$ cat config.mk
export PLATFORM = sky130hd
export DESIGN_NAME = ctu_trap_unit
export DESIGN_NICKNAME = d
export VERILOG_FILES = /design/src/inc/ctu_trap_pkg.sv /design/src/verilog/ctu_trap_unit.sv
export VERILOG_INCLUDE_DIRS = /design/src /design/src/inc
export SDC_FILE = /design/constraint.sdc
export NUM_CORES = 2
export LEC_CHECK = 0
export ABC_AREA = 1
export BUFFER_PORTS_ARGS = -buffer_cell sky130_fd_sc_hd__buf_2
export CORE_AREA = 2 2 664 666
export DETAILED_ROUTE_END_ITERATION = 6
export DIE_AREA = 0 0 666 668
export PLACE_DENSITY = 0.35
export SYNTH_ARGS = -nofsm -noshare
export SYNTH_HDL_FRONTEND = slang
export SYNTH_SLANG_ARGS = --single-unit
$ cat constraint.sdc
create_clock -name clk_sys -period 5.6 [get_ports clk_sys]
set_input_delay 0.84 -clock clk_sys [delete_from_list [all_inputs] [get_ports clk_sys]]
set_output_delay 0.84 -clock clk_sys [all_outputs]
set_load 0.05 [all_outputs]
$ cat src/inc/ctu_trap_regs.svh
// Constants for the trap, marker and protection unit
`ifndef CTU_TRAP_REGS_SVH
`define CTU_TRAP_REGS_SVH

// Fixed objects of group zero
`define CTU_OBJ_NIL 8'h00
`define CTU_OBJ_TRAP 8'h0a
`define CTU_OBJ_CHAN_INTR 8'h0b
`define CTU_OBJ_PROC_INTR 8'h0c
`define CTU_OBJ_SWITCH 8'h0d

// Marker layout in words, pushed from index zero upward
`define CTU_EPM_WORDS 5'h02
`define CTU_STATUS_WORDS 5'h01
`define CTU_INDEX_WORDS 5'h10
`define CTU_BASE_WORDS 5'h06
`define CTU_SWITCH_WORDS 5'h03
`define CTU_INTR_WORDS 5'h19

// Largest native code object in bytes
`define CTU_CODE_MAX 32'h0100_0000

// Wide special read selectors
`define CTU_SP_CST 2'h0
`define CTU_SP_DST 2'h1

// Reset values
`define CTU_RST_WORD 32'h0000_0000
`define CTU_RST_WIDE 64'h0000_0000_0000_0000
`define CTU_RST_CNT 5'h00

`endif

$ cat src/inc/ctu_trap_pkg.sv
// Types for the trap, marker and protection unit
package ctu_trap_pkg;

	// Event requests, one cycle pulses
	typedef struct packed {
		logic mode_switch;
		logic proc_intr;
		logic chan_intr;
		logic trace;
		logic page_fault;
	} ctu_event_t;

	// Processor state captured in a marker; epm lands in the low words
	typedef struct packed {
		logic [5:0][31:0] base_register_set;
		logic [15:0][31:0] index_register_set;
		logic [31:0] second_status_word;
		logic [1:0][31:0] epm;
	} ctu_cpu_state_t;

	typedef logic [24:0][31:0] ctu_words_t;

	// Data object access check
	typedef struct packed {
		logic valid;
		logic write;
		logic rd_right;
		logic wr_right;
		logic [31:0] offset;
		logic [31:0] lower;
		logic [31:0] upper;
	} ctu_access_t;

	// Multi-word move restart check
	typedef struct packed {
		logic valid;
		logic page_fault;
		logic dst_is_reg;
		logic [4:0] dst_reg;
		logic [4:0] src_base;
		logic [4:0] src_index;
		logic [31:0] dst_lo;
		logic [31:0] dst_hi;
		logic [31:0] src_lo;
		logic [31:0] src_hi;
	} ctu_move_t;

	// Byte string bounds abort
	typedef struct packed {
		logic valid;
		logic [31:0] start;
		logic [31:0] len;
		logic [31:0] upper;
	} ctu_string_t;

	typedef enum logic [1:0] {ST_IDLE, ST_PUSH, ST_POP} ctu_state_t;

endpackage

$ cat src/verilog/ctu_trap_unit.sv
// Trap entry, marker build and protection checks of the processor
// Summary of operation
// [RULE1] Mode switch pushes external procedure marker plus second status word only.
// [RULE2] Interrupt marker adds sixteen index and six base registers to switch marker.
// [RULE3] Return switch pending bit picks switch or full marker on interrupt exit.
// [RULE4] Mode switch is no trap: no parameter, enters fixed switch object.
// [RULE5] Software gives nil object a data descriptor, bounds one and zero.
// [RULE6] Nil object number is always zero.
// [RULE7] Trace trap parameter is the next instruction address.
// [RULE8] Software never grants write without read; write right implies read.
// [RULE9] Resumed instruction with negative loop count skips, never hangs.
// [RULE10] Faulted multi-word move may restart when no overlap exists.
// [RULE11] Destination register used in source address counts as overlap.
// [RULE12] Native code objects limited to two to the twenty-fourth bytes.
// [RULE13] Wide special read returns code and data segment table descriptors.
// [RULE14] Bounds-aborted byte string reports a contiguous in-bounds byte count.
// [RULE15] Page fault trap reports one eight-byte virtual address.
// [RULE16] Group zero fixes nil, trap, channel, processor and switch objects.
`include "ctu_trap_regs.svh"
`timescale 1ns/100ps
`default_nettype none

module ctu_trap_unit #(
	parameter int WORD_W = 32
) (
	input wire logic clk_sys,
	input wire logic rst_b,
	input wire ctu_trap_pkg::ctu_event_t event_req,
	input wire logic [63:0] next_pc,
	input wire logic [63:0] fault_va,
	input wire ctu_trap_pkg::ctu_cpu_state_t cpu_state,
	input wire logic interrupt_exit_instruction_req,
	input wire ctu_trap_pkg::ctu_access_t access_req,
	input wire ctu_trap_pkg::ctu_move_t move_req,
	input wire logic loop_resume,
	input wire logic signed [31:0] loop_count,
	input wire logic [31:0] code_len,
	input wire logic [1:0] sp_sel,
	input wire logic [63:0] cst_desc,
	input wire logic [63:0] dst_desc,
	input wire ctu_trap_pkg::ctu_string_t string_req,
	output logic busy,
	output logic push_valid,
	output logic [31:0] push_data,
	output logic pop_valid,
	output logic restore_full,
	output logic entry_valid,
	output logic [7:0] entry_obj,
	output logic [63:0] entry_param,
	output logic entry_has_param,
	output logic return_switch_pending_bit,
	output logic access_fault,
	output logic move_overlap,
	output logic move_restart_ok,
	output logic loop_skip,
	output logic code_size_fault,
	output logic [63:0] sp_data,
	output logic [31:0] string_done_count
);
	import ctu_trap_pkg::*;

	// ************************************************
	// Parameter check
	// ************************************************
	if (WORD_W != 32) begin : g_bad_width
		$error("ctu_trap_unit: marker words must be 32 bits");
	end

	// ************************************************
	// Marker sequencer
	// ************************************************
	ctu_state_t state_reg, state_next;
	logic [4:0] idx_reg, idx_next;
	logic [4:0] last_reg, last_next;
	logic [7:0] obj_reg, obj_next;
	logic [63:0] param_reg, param_next;
	logic has_param_reg, has_param_next;
	logic rsp_reg, rsp_next;
	logic busy_reg, busy_next;
	logic push_valid_reg, push_valid_next;
	logic [31:0] push_data_reg, push_data_next;
	logic pop_valid_reg, pop_valid_next;
	logic full_reg, full_next;
	logic entry_valid_reg, entry_valid_next;
	logic [7:0] entry_obj_reg, entry_obj_next;
	logic [63:0] entry_param_reg, entry_param_next;
	logic entry_has_param_reg, entry_has_param_next;
	ctu_words_t words;
	ctu_cpu_state_t held_reg, held_next;

	assign words = ctu_words_t'(held_reg);

	// Next state; events are only taken while idle, priority fault first
	always_comb begin
		state_next = state_reg;
		idx_next = idx_reg;
		last_next = last_reg;
		obj_next = obj_reg;
		param_next = param_reg;
		has_param_next = has_param_reg;
		rsp_next = rsp_reg;
		held_next = held_reg;
		push_valid_next = 1'b0;
		push_data_next = push_data_reg;
		pop_valid_next = 1'b0;
		full_next = full_reg;
		entry_valid_next = 1'b0;
		entry_obj_next = entry_obj_reg;
		entry_param_next = entry_param_reg;
		entry_has_param_next = entry_has_param_reg;
		case (state_reg)
			ST_IDLE: begin
				idx_next = `CTU_RST_CNT;
				held_next = cpu_state;
				if (event_req.page_fault || event_req.trace || event_req.chan_intr || event_req.proc_intr) begin
					state_next = ST_PUSH;
					last_next = `CTU_INTR_WORDS - 5'h01;
					rsp_next = 1'b0;
					// [RULE16] fixed entry objects
					obj_next = (event_req.page_fault || event_req.trace) ? `CTU_OBJ_TRAP :
						(event_req.chan_intr ? `CTU_OBJ_CHAN_INTR : `CTU_OBJ_PROC_INTR);
					// [RULE15] one wide address
					// [RULE7] next instruction address
					param_next = event_req.page_fault ? fault_va : (event_req.trace ? next_pc : `CTU_RST_WIDE);
					has_param_next = event_req.page_fault || event_req.trace;
				end else if (event_req.mode_switch) begin
					// [RULE1] short switch marker
					// [RULE4] no parameter, switch object
					state_next = ST_PUSH;
					last_next = `CTU_SWITCH_WORDS - 5'h01;
					obj_next = `CTU_OBJ_SWITCH;
					param_next = `CTU_RST_WIDE;
					has_param_next = 1'b0;
					rsp_next = 1'b1;
				end else if (interrupt_exit_instruction_req) begin
					// [RULE3] pending bit sizes the restore
					state_next = ST_POP;
					last_next = rsp_reg ? `CTU_SWITCH_WORDS - 5'h01 : `CTU_INTR_WORDS - 5'h01;
					full_next = ~rsp_reg;
				end
			end
			ST_PUSH: begin
				// [RULE2] full marker walks all 25 words
				push_valid_next = 1'b1;
				push_data_next = words[idx_reg];
				idx_next = idx_reg + 5'h01;
				if (idx_reg == last_reg) begin
					state_next = ST_IDLE;
					entry_valid_next = 1'b1;
					entry_obj_next = obj_reg;
					entry_param_next = param_reg;
					entry_has_param_next = has_param_reg;
				end
			end
			ST_POP: begin
				pop_valid_next = 1'b1;
				idx_next = idx_reg + 5'h01;
				if (idx_reg == last_reg) begin
					// Exit done; the switch return no longer pending
					state_next = ST_IDLE;
					rsp_next = 1'b0;
				end
			end
			default: begin
				state_next = ST_IDLE;
			end
		endcase
		busy_next = (state_next != ST_IDLE);
	end

	// Sequencer registers
	always_ff @(posedge clk_sys or negedge rst_b) begin
		if (!rst_b) begin
			state_reg <= ST_IDLE;
			idx_reg <= `CTU_RST_CNT;
			last_reg <= `CTU_RST_CNT;
			obj_reg <= `CTU_OBJ_NIL;
			param_reg <= `CTU_RST_WIDE;
			has_param_reg <= 1'b0;
			rsp_reg <= 1'b0;
			held_reg <= '0;
			busy_reg <= 1'b0;
			push_valid_reg <= 1'b0;
			push_data_reg <= `CTU_RST_WORD;
			pop_valid_reg <= 1'b0;
			full_reg <= 1'b0;
			entry_valid_reg <= 1'b0;
			entry_obj_reg <= `CTU_OBJ_NIL;
			entry_param_reg <= `CTU_RST_WIDE;
			entry_has_param_reg <= 1'b0;
		end else begin
			state_reg <= state_next;
			idx_reg <= idx_next;
			last_reg <= last_next;
			obj_reg <= obj_next;
			param_reg <= param_next;
			has_param_reg <= has_param_next;
			rsp_reg <= rsp_next;
			held_reg <= held_next;
			busy_reg <= busy_next;
			push_valid_reg <= push_valid_next;
			push_data_reg <= push_data_next;
			pop_valid_reg <= pop_valid_next;
			full_reg <= full_next;
			entry_valid_reg <= entry_valid_next;
			entry_obj_reg <= entry_obj_next;
			entry_param_reg <= entry_param_next;
			entry_has_param_reg <= entry_has_param_next;
		end
	end

	// ************************************************
	// Protection and restart checks
	// ************************************************
	logic access_fault_reg, access_fault_next;
	logic overlap_reg, overlap_next;
	logic restart_reg, restart_next;
	logic skip_reg, skip_next;
	logic code_fault_reg, code_fault_next;
	logic [63:0] sp_data_reg, sp_data_next;
	logic [31:0] str_cnt_reg, str_cnt_next;
	logic [32:0] str_room;

	// Check results, one cycle after the request
	always_comb begin
		// [RULE8] write right implies read
		// [RULE5] nil descriptor bounds trap every access
		access_fault_next = access_req.valid &&
			((access_req.write ? !access_req.wr_right : !(access_req.rd_right || access_req.wr_right)) ||
			(access_req.offset < access_req.lower) || (access_req.offset > access_req.upper));
		// [RULE11] address registers count as overlap
		overlap_next = move_req.valid &&
			(((move_req.dst_lo <= move_req.src_hi) && (move_req.src_lo <= move_req.dst_hi)) ||
			(move_req.dst_is_reg && ((move_req.dst_reg == move_req.src_base) ||
			(move_req.dst_reg == move_req.src_index))));
		// [RULE10] restart only without overlap
		restart_next = move_req.valid && move_req.page_fault && !overlap_next;
		// [RULE9] corrupt count skips ahead
		skip_next = loop_resume && loop_count[31];
		// [RULE12] code object size limit
		code_fault_next = code_len > `CTU_CODE_MAX;
		// [RULE13] segment table descriptors
		case (sp_sel)
			`CTU_SP_CST: sp_data_next = cst_desc;
			`CTU_SP_DST: sp_data_next = dst_desc;
			default: sp_data_next = `CTU_RST_WIDE;
		endcase
		// [RULE14] contiguous bytes inside bounds
		str_room = {1'b0, string_req.upper} - {1'b0, string_req.start} + 33'h0_0000_0001;
		str_cnt_next = (!string_req.valid || string_req.start > string_req.upper) ? `CTU_RST_WORD :
			(({1'b0, string_req.len} < str_room) ? string_req.len : str_room[31:0]);
	end

	// Check registers
	always_ff @(posedge clk_sys or negedge rst_b) begin
		if (!rst_b) begin
			access_fault_reg <= 1'b0;
			overlap_reg <= 1'b0;
			restart_reg <= 1'b0;
			skip_reg <= 1'b0;
			code_fault_reg <= 1'b0;
			sp_data_reg <= `CTU_RST_WIDE;
			str_cnt_reg <= `CTU_RST_WORD;
		end else begin
			access_fault_reg <= access_fault_next;
			overlap_reg <= overlap_next;
			restart_reg <= restart_next;
			skip_reg <= skip_next;
			code_fault_reg <= code_fault_next;
			sp_data_reg <= sp_data_next;
			str_cnt_reg <= str_cnt_next;
		end
	end

	// ************************************************
	// Outputs, all straight from flip-flops
	// ************************************************
	assign busy = busy_reg;
	assign push_valid = push_valid_reg;
	assign push_data = push_data_reg;
	assign pop_valid = pop_valid_reg;
	assign restore_full = full_reg;
	assign entry_valid = entry_valid_reg;
	assign entry_obj = entry_obj_reg;
	assign entry_param = entry_param_reg;
	assign entry_has_param = entry_has_param_reg;
	assign return_switch_pending_bit = rsp_reg;
	assign access_fault = access_fault_reg;
	assign move_overlap = overlap_reg;
	assign move_restart_ok = restart_reg;
	assign loop_skip = skip_reg;
	assign code_size_fault = code_fault_reg;
	assign sp_data = sp_data_reg;
	assign string_done_count = str_cnt_reg;

endmodule // ctu_trap_unit

`default_nettype wire

==> impl_metrics.env <==
export IMPL_status="finished, violations left"
export IMPL_violations="max-capacitance violations"
export IMPL_ys_types=46
export IMPL_ctsLongestPathBuffers=4
export IMPL_yosysTopAreaCellShare_pct=48.5
export IMPL_rsz0062_at_grt="false"
export IMPL_relSlewSlack_pct=0.918
export IMPL_row_count=243
export IMPL_path_common_cell="nand2_1"
export IMPL_synth_area_um2=56000
export IMPL_fin_util_pct=17.4
export IMPL_grt_antenna_before_repair=217
export IMPL_synthCells=7198
export IMPL_multi_input_area_um2=23800
export IMPL_setup_violations=0
export IMPL_grt_util_met1_pct=19.1
export IMPL_nets=10400
export IMPL_place_hpwl_um=286000
export IMPL_cts_tree="done"
export IMPL_cts_buffers_inserted=153
export IMPL_dr_pass1_iters=7
export IMPL_layout_cells_non_filler=14600
export IMPL_vias_per_cell=3.70
export IMPL_fp_dieW_um=666
export IMPL_largest_register_ffs=800
export IMPL_worstPathRequired_ps=6350
export IMPL_grt_pass1_vias=54800
export IMPL_slowest_delay_ps=400
export IMPL_max_vdd_ir_drop_mv=0.269
export IMPL_crit_slowest_cell="fa_1"
export IMPL_cts_clk_slew_worst_paths_ps=60
export IMPL_clk_latency_ps=890
export IMPL_syn_avg_cell_area_um2=7.78
export IMPL_max_clock_freq_mhz=226
export IMPL_fin_crit_ps=4430
export IMPL_worstPathArrival_ps=5180
export IMPL_grt_max_degree=193
export IMPL_dp_cells=14300
export IMPL_finalClockSkew_ps=85.8
export IMPL_use_met3_pct=3.07
export IMPL_yosysWarnings=0
export IMPL_p_leak_nw=38.7
export IMPL_seqCellArea_um2=27200
export IMPL_synthTopCellsByArea="dfrtp_1, nand2_1, o21ai_0"
export IMPL_hp_class="in2reg"
export IMPL_maxCapViolations=1
export IMPL_grt_ovfl_total=0
export IMPL_met2_usage_pct=26.9
export IMPL_gp_congestion=0.885
export IMPL_ios=1686
export IMPL_setup_tns_ps=0
export IMPL_maxSlewViolCount=0
export IMPL_busiest_layer="met2"
export IMPL_ys_seq_area_share_pct=48.5
export IMPL_cts_num_sinks=1086
export IMPL_routed_wl_um=355000
export IMPL_dieArea_um2=445000
export IMPL_num_vias=54100
export IMPL_htree_num_levels=4
export IMPL_num_fill_cells=50300
export IMPL_wire_per_inst_um=24.3
export IMPL_grt_total_usage_pct=15.4
export IMPL_synth_ff_type="dfrtp_1"
export IMPL_synth_edf_count=0
export IMPL_worst_pin_slew_ps=1470
export IMPL_area_growth_pct=36.2
export IMPL_p_per_area_nw_per_um2=552
export IMPL_crit_fanout=24
export IMPL_hold_violations=0
export IMPL_start_util_pct=12.8
export IMPL_crit_path_end_kind="flip-flop"
export IMPL_fin_crit_sh_pct=79.1
export IMPL_drc_errors=0
export IMPL_synthArstFlopShare_pct=100
export IMPL_cts_resized=0
export IMPL_drtIter0Drc=3635
export IMPL_synth_area_leader_cell="dfrtp_1"
export IMPL_dieHeight_um=668
export IMPL_crit_path_start_kind="primary input"
export IMPL_portBuffers=1650
export IMPL_core_um2=437000
export IMPL_ant_nets=0
export IMPL_path_class="in2reg"
export IMPL_ys_ff_latch=1086
export IMPL_drive_above_1_share_pct=23.2
export IMPL_cts_root_buf="clkbuf_16"
export IMPL_grt_pass1_wl_um=471000
-- cell type report --
class / instances / area share, %
Multi-Input combinational cell: 4794 / 31.2
Antenna cell: 54 / 0.177
Sequential cell: 1086 / 35.6
Clock buffer: 219 / 5.87
Tap cell: 5757 / 9.44
Clock inverter: 44 / 0.804
Inverter: 894 / 4.42
Timing Repair Buffer: 1769 / 12.4
-- worst paths after layout --
kind | start | endpoint | slack, ps | cells after the start
max in group asynchronous | rst_b | held_reg[536] | 3550 | 3
setup reg to reg | idx_reg[0] | push_data[18] | 1920 | 7
hold reg to reg | obj_reg[3] | obj_reg[3] | 440 | 2
setup / recovery | string_req[1] | string_done_count[16] | 1170 | 35
hold / removal | cpu_state[661] | held_reg[661] | 160 | 3
min in group asynchronous | rst_b | string_done_count[20] | 480 | 2
-- logic make-up after synthesis --
logic type,after synthesis,synth area share [%]
and+or+nand+nor,2908,20.6
other,1,0.00670
AOI/OAI and AO/OA,1590,15.6
DFF,1086,48.5
buffers and inverters,1321,9.02
adders and majority gates,258,5.79
xor gates and xnor gates,34,0.532
-- layer usage --
metal,vias to the layer above,wire [um]
li1,26100,-
met1,25700,150000
met2,1691,175000
met3,542,19300
met4,40,10500
met5,-,248
-- power breakdown --
part / total, mW / internal [mW] / switching, mW
clock: 10.2 / 6.07 / 4.16
sequential: 12.8 / 11.3 / 1.50
combinational: 19.1 / 4.78 / 14.3
total: 42.1 / 22.2 / 20.0
-- layout by cell type (no fill, tap or decap), drive strengths merged, types with 13 or more instances in the layout --
cell type | netlist | layout
nand2 | 2314 | 2314
buf | 84 | 1768
dfrtp | 1086 | 1086
o21ai | 964 | 964
inv | 893 | 894
a21oi | 355 | 355
nand3 | 336 | 336
ha | 256 | 256
clkbuf | 343 | 219
nor2 | 202 | 202
o211ai | 163 | 163
diode | 0 | 54
o221ai | 37 | 37
clkinv | 1 | 32
xor2 | 21 | 21
nand4 | 21 | 21
nor3 | 19 | 19
a32o | 15 | 15
nor4 | 13 | 13
xnor2 | 13 | 13
-- cells in the mapped netlist, types with 3 or more instances --
| cell type | count |
|---|---|
| ha_1 | 256 |
| nor4_1 | 13 |
| o21bai_1 | 9 |
| nand2_2 | 15 |
| nand2_1 | 2297 |
| a211oi_1 | 9 |
| inv_2 | 5 |
| a21oi_1 | 355 |
| inv_1 | 888 |
| xor2_1 | 21 |
| nor3_1 | 19 |
| o221ai_1 | 37 |
| buf_6 | 3 |
| clkbuf_1 | 343 |
| a21o_1 | 9 |
| nand3_1 | 335 |
| nor2_1 | 202 |
| buf_2 | 39 |
| xnor2_1 | 13 |
| buf_1 | 36 |
| a21boi_0 | 3 |
| o211ai_1 | 163 |
| o21ai_1 | 14 |
| buf_4 | 6 |
| o21a_1 | 3 |
| o31ai_1 | 3 |
| a32o_1 | 15 |
| nand4_1 | 21 |
| o21ai_0 | 950 |
| a31oi_1 | 8 |
| dfrtp_1 | 1086 |
| o22ai_1 | 4 |
-- critical path: cells and delay by family --
kind                       cells  cell delay [ps]
adders and majority gates      4             1140
buffers and inverters          7              790
and+or+nand+nor               18             1290
xor gates and xnor gates       1              250
AOI/OAI and AO/OA              5              880
-- metrics by stage --
step                      setup slack [ps]  hold WS (ps)  cell area [um^2]  power, mW
after floorplan                        876           420             56000       22.7
after global placement                 199           432             71000       32.9
after detailed placement               257           440             71000       33.0
after CTS                             1230          28.3             76200       43.6
after global routing                   679          79.6             76200       45.6
final                                 1170           156             76300       42.1
-- repair_timing --
item / CTS / global route
buffers inserted: 0 / 0
endpoints found under the hold margin: 26 / 0
hold buffers: 1 / 0
Note: power is estimated with default switching activity, not from simulation.
